<file path="config.mk">
export PLATFORM = sky130hd
export DESIGN_NAME = loopback_uart
export DESIGN_NICKNAME = d
export VERILOG_FILES = /design/src/loopback_pkg.sv /design/src/loopback_uart.sv
export SDC_FILE = /design/constraint.sdc
export NUM_CORES = 1
export LEC_CHECK = 0
export ABC_CLOCK_PERIOD_IN_PS = 4170
export BUFFER_PORTS_ARGS = -buffer_cell sky130_fd_sc_hd__buf_2
export CELL_PAD_IN_SITES_DETAIL_PLACEMENT = 1
export CELL_PAD_IN_SITES_GLOBAL_PLACEMENT = 1
export CORE_MARGIN = 4
export CORE_UTILIZATION = 51
export CTS_CLUSTER_SIZE = 28
export DETAILED_ROUTE_END_ITERATION = 8
export PLACE_DENSITY = 0.85
export SLEW_MARGIN = 40
export SYNTH_ARGS = -nofsm -noshare
export SYNTH_HDL_FRONTEND = slang
export SYNTH_SLANG_ARGS = --single-unit
</file>
<file path="constraint.sdc">
create_clock -name clk_i -period 4.17 [get_ports clk_i]
set_input_delay 0.834 -clock clk_i [delete_from_list [all_inputs] [get_ports clk_i]]
set_output_delay 0.834 -clock clk_i [all_outputs]
set_load 0.1 [all_outputs]
</file>
<file path="src/loopback_pkg.sv">
// package: constants and carrier types for the serial loop-back self-test
package loopback_pkg;
   localparam int          CLK_HZ          = 40000000;
   localparam int          TEST_ADDRESS    = 15;             // all four address switches down
   localparam int          ADDR_W          = 4;
   localparam int          DATA_BITS       = 7;              // 7 data, odd parity, 1 stop
   localparam int          BAUD_DEFAULT    = 1200;
   localparam int          CHAR_COUNT      = 4;              // characters sent per test
   localparam int          PRINT_MIN_MS    = 25;             // least print-request activation
   localparam int          PRINT_MIN_CYC   = (CLK_HZ / 1000) * PRINT_MIN_MS;
   localparam int          TIMEOUT_CHARS   = 3;              // char times allowed per echo
   localparam logic [15:0] PASS_MARKER     = 16'h1111;       // bcd digits of 0.1111
   localparam int          SCALE_W         = 16;
   localparam logic [6:0]  PATTERN_SEED    = 7'h55;

   // one received character, with its error flag
   typedef struct packed {
      logic       valid;
      logic [6:0] data;
      logic       bad;     // start, parity or stop failure
   } char_t;
endpackage

</file>
<file path="src/loopback_uart.sv">
// 7-bit odd-parity serial transmitter and receiver for the loop-back test
`timescale 1ns/1ps
module loopback_uart #(
   parameter int BIT_CYC = 33333               // clock cycles per bit
) (
   input  wire logic                 clk_i,      // system clock
   input  wire logic                 reset_n_i,  // sync reset, active low
   input  wire logic                 send_i,     // pulse: start a character
   input  wire logic [6:0]           send_data_i,// character to send
   input  wire logic                 rx_i,       // serial in, 1 = mark
   output logic                      tx_o,       // serial out, 1 = mark
   output logic                      tx_busy_o,  // transmitter busy
   output loopback_pkg::char_t       rx_char_o   // one-cycle received character
);
   typedef struct packed {
      logic [9:0]  tx_sh;
      logic [3:0]  tx_cnt;
      logic [31:0] tx_tmr;
      logic        tx;
      logic        busy;
      logic [1:0]  rx_sync;
      logic        rx_on;
      logic [3:0]  rx_cnt;
      logic [31:0] rx_tmr;
      logic [9:0]  rx_sh;
      loopback_pkg::char_t out;
   } uart_t;

   uart_t s_reg;
   uart_t s_next;

   // frame is start, 7 data lsb first, odd parity, stop
   always_comb begin
      s_next     = s_reg;
      s_next.out = '0;
      s_next.rx_sync = {s_reg.rx_sync[0], rx_i};
      if (!s_reg.busy) begin
         if (send_i) begin
            // start bit goes out at once, so it lasts exactly one bit time
            s_next.tx     = 1'b0;
            s_next.tx_sh  = {2'b11, ~(^send_data_i), send_data_i};
            s_next.busy   = 1'b1;
            s_next.tx_cnt = 4'h0;
            s_next.tx_tmr = 32'h0;
         end
      end else if (s_reg.tx_tmr == 32'(BIT_CYC - 1)) begin
         s_next.tx_tmr = 32'h0;
         s_next.tx_cnt = s_reg.tx_cnt + 4'h1;
         if (s_reg.tx_cnt == 4'h9) begin
            // end of the stop bit: line back to mark
            s_next.busy = 1'b0;
            s_next.tx   = 1'b1;
         end else begin
            s_next.tx    = s_reg.tx_sh[0];
            s_next.tx_sh = {1'b1, s_reg.tx_sh[9:1]};
         end
      end else begin
         s_next.tx_tmr = s_reg.tx_tmr + 32'h1;
      end
      // receiver samples mid-bit; reads only the second sync stage
      if (!s_reg.rx_on) begin
         if (!s_reg.rx_sync[1]) begin
            s_next.rx_on  = 1'b1;
            s_next.rx_cnt = 4'h0;
            s_next.rx_tmr = 32'(BIT_CYC / 2);
         end
      end else if (s_reg.rx_tmr == 32'(BIT_CYC - 1)) begin
         s_next.rx_tmr = 32'h0;
         s_next.rx_sh  = {s_reg.rx_sync[1], s_reg.rx_sh[9:1]};
         s_next.rx_cnt = s_reg.rx_cnt + 4'h1;
         if (s_reg.rx_cnt == 4'h9) begin
            s_next.rx_on     = 1'b0;
            s_next.out.valid = 1'b1;
            s_next.out.data  = s_reg.rx_sh[8:2];
            // bad if start not low, parity even, or stop not high
            s_next.out.bad   = s_reg.rx_sh[1] | ~(^s_reg.rx_sh[9:2])
                               | ~s_reg.rx_sync[1];
         end
      end else begin
         s_next.rx_tmr = s_reg.rx_tmr + 32'h1;
      end
   end

   always_ff @(posedge clk_i) begin
      if (!reset_n_i) begin
         s_reg         <= '0;
         s_reg.tx      <= 1'b1;
         s_reg.rx_sync <= 2'b11;
      end else begin
         s_reg <= s_next;
      end
   end

   assign tx_o      = s_reg.tx;
   assign tx_busy_o = s_reg.busy;
   assign rx_char_o = s_reg.out;

   // a stop slot of zero must be flagged bad
   a_stop_bad: assert property (@(posedge clk_i) disable iff (!reset_n_i)
      (s_reg.rx_on && s_reg.rx_cnt == 4'h9 && s_reg.rx_tmr == 32'(BIT_CYC - 1)
       && !s_reg.rx_sync[1]) |=> (rx_char_o.valid && rx_char_o.bad))
      else $error("stop bit failure not flagged");
   // transmit line idles at mark when not busy
   a_tx_idle: assert property (@(posedge clk_i) disable iff (!reset_n_i)
      (!tx_busy_o && !$past(tx_busy_o)) |-> tx_o)
      else $error("tx not at mark while idle");
endmodule

</file>
==> qor.yml, run 1 <==
outcome: "finished clean"
ys.flop_type: "dfxtp_1"
yosys.area.top_type: "dfxtp_1"
power.density_nw_per_um2: 324
pin_count: 22
hold_viol: 0
detail-route-antenna-nets: 0
die_w_um: 110
hpwl_mm: 9.86
cts_root_buf: "clkbuf_8"
synth_edf_count: 0
ctsHoldBuffers: 0
fin_tns_setup_ns: 0
synth_area_um2: 5350
grt_pass1_wl_mm: 24.0
rows: 37
numPortBuffers: 21
dr.pass1.iters: 5
placed_cells: 756
dieArea_um2: 12200
postSynthAreaPerCell_um2: 8.41
cts_buffers: 9
rsz0062_at_grt: "false"
nFillCells: 1253
crit_arrival_ns: 2.92
post_cts_resized: 0
vias: 4839
synth-seq-area-share_pct: 39.3
antenna_found_initial: 0
clock-sinks: 105
final_net_count: 650
path_class: "reg -> reg"
drt_drc_violations_left: 0
start_kind: "flip-flop"
multi_input_area_um2: 2930
viasPerCell: 6.27
critPathRequiredTime_ns: 4.44
cts.clk_slew.worst_paths_ns: 0.10
synthTopCellsByArea: "dfxtp_1 (39%), a21oi_1 (4.8%), a31oi_1 (3.9%)"
synth_top_area_share_pct: 39.3
diodes: 0
largest_reg_flops: 93
cts-htree-levels: 3
slew_headroom_pct: 46.9
synthesis.nets: 655
cts_buffer_depth: 2
worstPathMaxFanout: 17
start_util_pct: 52.0
drive_gt1_share_pct: 8.96
total_power_uw: 1830
grt_pass1_vias: 4971
core_um2: 10300
postCtsSetupRepairBufs: 0
setup_violations: 0
ys_seq_elements: 105
critPathCaptureType: "flip-flop"
peakVddDrop_mv: 0.204
drt-initial-drc-count: 302
area_growth_pct: 5.43
drv_slew: 0
synthArstFlopShare_pct: 0
maxCapViolCount: 0
stdcell_count: 772
cts_tree: "built"
synthCells: 636
routabilityCongestion: 0.834
synth.distinct_cells: 66
timing.fmax_ghz: 0.378
wl_per_cell_um: 18.1
skew_ns: 0.00759
p_leak_uw: 0.00202
finalCritPeriodShare_pct: 63.5
dieHeight_um: 110
ys_warn_count: 0
clkLatencyLatePin_ns: 0.37
fin_crit_ns: 2.65
grt_max_degree: 40
track_usage_pct: 23.0
hold_ws_ns: 0.427
wl_mm: 13.9
grt-ovfl-total: 0
area.sequential_um2: 2100
worst_pin_slew_ns: 0.793
hold_class: "reg -> reg"
[final cells by class]
class	count	share of cell area (%)
clock inverters	4	0.910
flip-flops and latches	105	37.3
inverters	25	1.66
repair buffers	26	2.53
multi-input cells	464	52.0
well taps	136	3.02
clock buffers	12	2.57
[layout by cell type, fill, tap and decap left out, types with 11 or more instances in the layout]
cell / netlist / final
dfxtp_1: 105 / 105
a21oi_1: 51 / 51
nor2_1: 49 / 49
nand2_1: 48 / 48
nand3_1: 39 / 39
a31oi_1: 33 / 33
o21ai_0: 25 / 25
inv_1: 24 / 24
buf_2: 10 / 21
nand4_1: 17 / 17
and3_1: 15 / 15
or3_1: 14 / 14
nor3_1: 13 / 13
xnor2_1: 13 / 13
nor4_1: 12 / 12
and2_1: 11 / 11
[metal layers]
layer | global-route usage [%] | wire, um | vias up
met5 | 0 | 0 | -
met4 | 6.81 | 204 | 0
met3 | 3.84 | 307 | 23
met2 | 41.0 | 7260 | 56
met1 | 28.2 | 6160 | 2411
li1 | - | - | 2349
[critical path, stage by stage, from the launching register on]
cell and delay (ns):
dfxtp_1 0.36, inv_1 0.11, ha_1 0.18, nor4b_1 0.41, nand4_1 0.36, o211ai_2 0.72, o21ai_0 0.20, a21o_1 0.21
[final timing paths]
check | startpoint | endpoint | slack [ns] | cells past startpoint
setup reg to reg | s_reg[60] | s_reg[80] | 1.52 | 7
setup / recovery | s_reg[60] | s_reg[80] | 1.52 | 7
hold / removal | s_next[57] | s_reg[57] | 0.43 | 1
hold reg to reg | s_next[57] | s_reg[57] | 0.43 | 1
[per-stage QoR]
stage               utilization (%)  setup WS, ns  instance area, um2
floorplan                         -          2.05                5350
global placement               53.0          1.54                5440
detailed placement             53.0          1.39                5440
CTS                            54.9          1.55                5640
global route                   54.9          1.31                5640
finish                         54.9          1.52                5640
[logic make-up after synthesis]
family | count (synthesis) | synth area share, %
xor gates and xnor gates | 17 | 2.78
and+or+nand+nor | 267 | 28.4
adders and majority gates | 8 | 1.87
DFF | 105 | 39.3
AOI/OAI and AO/OA | 162 | 19.8
muxes | 10 | 1.87
buffers and inverters | 67 | 5.99
[synth_stat cells (all sizes together), types with 16 or more instances]
master and n:
nand3 39, nand2 48, a31oi 33, a21oi 51, nor3 16, nor2 49, nand4 21, inv 24
buf 27, o21ai 25, dfxtp 105
[power breakdown]
| group | switching (uW) | total, uW | internal [uW] |
|---|---|---|---|
| registers | 24.4 | 1050 | 1020 |
| clock network | 350 | 646 | 296 |
| logic | 92.4 | 137 | 44.9 |
(Power assumes the default switching activity.)
==> run 2: changes to the inputs <==
--- a/config.mk
+++ b/config.mk
@@ -5,15 +5,15 @@
 export SDC_FILE = /design/constraint.sdc
 export NUM_CORES = 1
 export LEC_CHECK = 0
-export ABC_CLOCK_PERIOD_IN_PS = 4170
+export ABC_CLOCK_PERIOD_IN_PS = 2500
 export BUFFER_PORTS_ARGS = -buffer_cell sky130_fd_sc_hd__buf_2
 export CELL_PAD_IN_SITES_DETAIL_PLACEMENT = 1
 export CELL_PAD_IN_SITES_GLOBAL_PLACEMENT = 1
 export CORE_MARGIN = 4
-export CORE_UTILIZATION = 51
+export CORE_UTILIZATION = 47
 export CTS_CLUSTER_SIZE = 28
 export DETAILED_ROUTE_END_ITERATION = 8
-export PLACE_DENSITY = 0.85
+export PLACE_DENSITY = 0.79
 export SLEW_MARGIN = 40
 export SYNTH_ARGS = -nofsm -noshare
 export SYNTH_HDL_FRONTEND = slang
==> constraint.sdc (replaced) <==
create_clock -name clk_i -period 2.5 [get_ports clk_i]
set_input_delay 0.5 -clock clk_i [delete_from_list [all_inputs] [get_ports clk_i]]
set_output_delay 0.5 -clock clk_i [all_outputs]
set_load 0.1 [all_outputs]
==> run 2 against run 1 <==
Against the previous run: worst hold slack worse by 0.11 ns; register-to-register slack lost 1.4 ns; highest routed layer unchanged; critical path depth up 1; design area grew 5.0%; critical endpoint is now s_reg[40].
==> qor.yml, run 2 (synthesis gave the netlist of run 1 again) <==
reg2reg_slack_ns: 0.16
drive_gt1_share_pct: 11.4
finalCritPeriodShare_pct: 93.6
routabilityCongestion: 0.812
hold_depth: 2
clkLatencyLatePin_ns: 0.35
rsz0062_at_grt: "false"
start_util_pct: 48.7
numPortBuffers: 21
grt_max_degree: 40
critPathRequiredTime_ns: 2.74
track_usage_pct: 22.9
post-place-ws_ns: 0.186
grt-ovfl-total: 0
critPathCaptureType: "flip-flop"
drv_slew: 0
final_net_count: 664
wl_per_cell_um: 18.4
worstHoldEndpoint: "s_next[57]"
drt-initial-drc-count: 243
fin_ws_ns: 0.160
wl_met1_mm: 6.44
worst_pin_slew_ns: 0.619
viasPerCell: 6.12
startpoint: "s_reg[19]"
r2r-end: "s_reg[40]"
hold_viol: 0
clock-sinks: 105
hold_path_startpoint: "rx_i"
regToRegStartpoint: "s_reg[19]"
cts.clk_slew.worst_paths_ns: 0.07
start_kind: "flip-flop"
slew_headroom_pct: 58.6
cts_root_buf: "clkbuf_16"
grt_pass1_wl_mm: 24.4
vias: 4826
hold_ws_ns: 0.320
largest_reg_flops: 93
top_layer: "met4"
fin_tns_setup_ns: 0
skew_ns: 0.00926
peakVddDrop_mv: 0.504
cts_buffer_depth: 2
layout_common_cells: "dfxtp_1 (105), a21oi_1 (51), nor2_1 (48), nand2_1 (48), nand3_1 (39)"
met2WireLength_mm: 7.57
hpwl_mm: 10.0
worstPathMaxFanout: 14
dr.pass1.iters: 4
drt_drc_violations_left: 0
rows: 38
power.density_nw_per_um2: 599
path_class: "reg -> reg"
cts_tree: "built"
dieArea_um2: 13200
p_leak_uw: 0.00216
dr_wl_met3_um: 331
antenna_found_initial: 0
area_growth_pct: 10.7
layout.cells.most_common: "dfxtp_1"
fin_crit_ns: 2.34
cts-htree-levels: 3
grt_pass1_vias: 4925
nFillCells: 1334
dieHeight_um: 115
setup_violations: 0
crit_arrival_ns: 2.58
pin_count: 22
maxCapViolCount: 0
die_w_um: 115
reg2reg_depth: 8
cts_buffers: 9
wl_mm: 14.5
outcome: "finished clean"
hold_class: "in -> reg"
diodes: 0
detail-route-antenna-nets: 0
timing.fmax_ghz: 0.427
core_um2: 11000
run 2: final cells by class:
| class | count | area [um2] | share of cell area (%) |
|---|---|---|---|
| clock inverters | 5 | 86.3 | 1.46 |
| flip-flops and latches | 105 | 2100 | 35.5 |
| clock buffers | 10 | 239 | 4.04 |
| repair buffers | 40 | 273 | 4.61 |
| multi-input cells | 464 | 2950 | 49.9 |
| well taps | 140 | 175 | 2.96 |
| inverters | 25 | 93.8 | 1.58 |
run 2: worst max-delay path by stage:
stage | endpoint | slack (ns)
final | s_reg[40] | 0.16
after global placement | s_reg[35] | 0.36
after detailed placement | s_reg[103] | 0.19
after global routing | s_reg[26] | 0.07
after CTS | s_reg[103] | 0.08
after floorplan | s_reg[67] | 0.38
run 2: worst max-delay path, stage by stage, from the launching register on:
cell,delay [ns]
dfxtp_1,0.37
inv_1,0.10
ha_1,0.14
nor4b_1,0.34
nand4_1,0.28
o211ai_2,0.56
buf_4,0.23
or3_1,0.11
o21ai_0,0.08
run 2: routing by layer:
layer  GRT usage (%)  vias up
met3            4.86       15
met5               0        -
met2            41.0       47
li1                -     2365
met4            6.41        0
met1            27.5     2399
run 2: stage by stage:
step	power [uW]	std cells	util (%)	cell area [um2]
floorplan	1940	636	-	5350
global route	3680	789	53.9	5920
global placement	2010	773	50.7	5570
detailed placement	2030	773	50.7	5570
finish	3550	789	53.9	5920
CTS	3580	788	53.7	5900
run 2: power by group:
| part | leakage, uW | internal [uW] | switching [uW] |
|---|---|---|---|
| Sequential | 0.000850 | 1700 | 39.2 |
| Combinational | 0.00115 | 87.8 | 165 |
| Clock | 0.000160 | 909 | 644 |
| Total | 0.00216 | 2700 | 849 |
run 2: timing repair:
action	4_1_cts	5_1_grt
hold buffers	0	0
endpoints found under the setup margin	0	13
buffers inserted	0	1
gates resized for setup	0	2
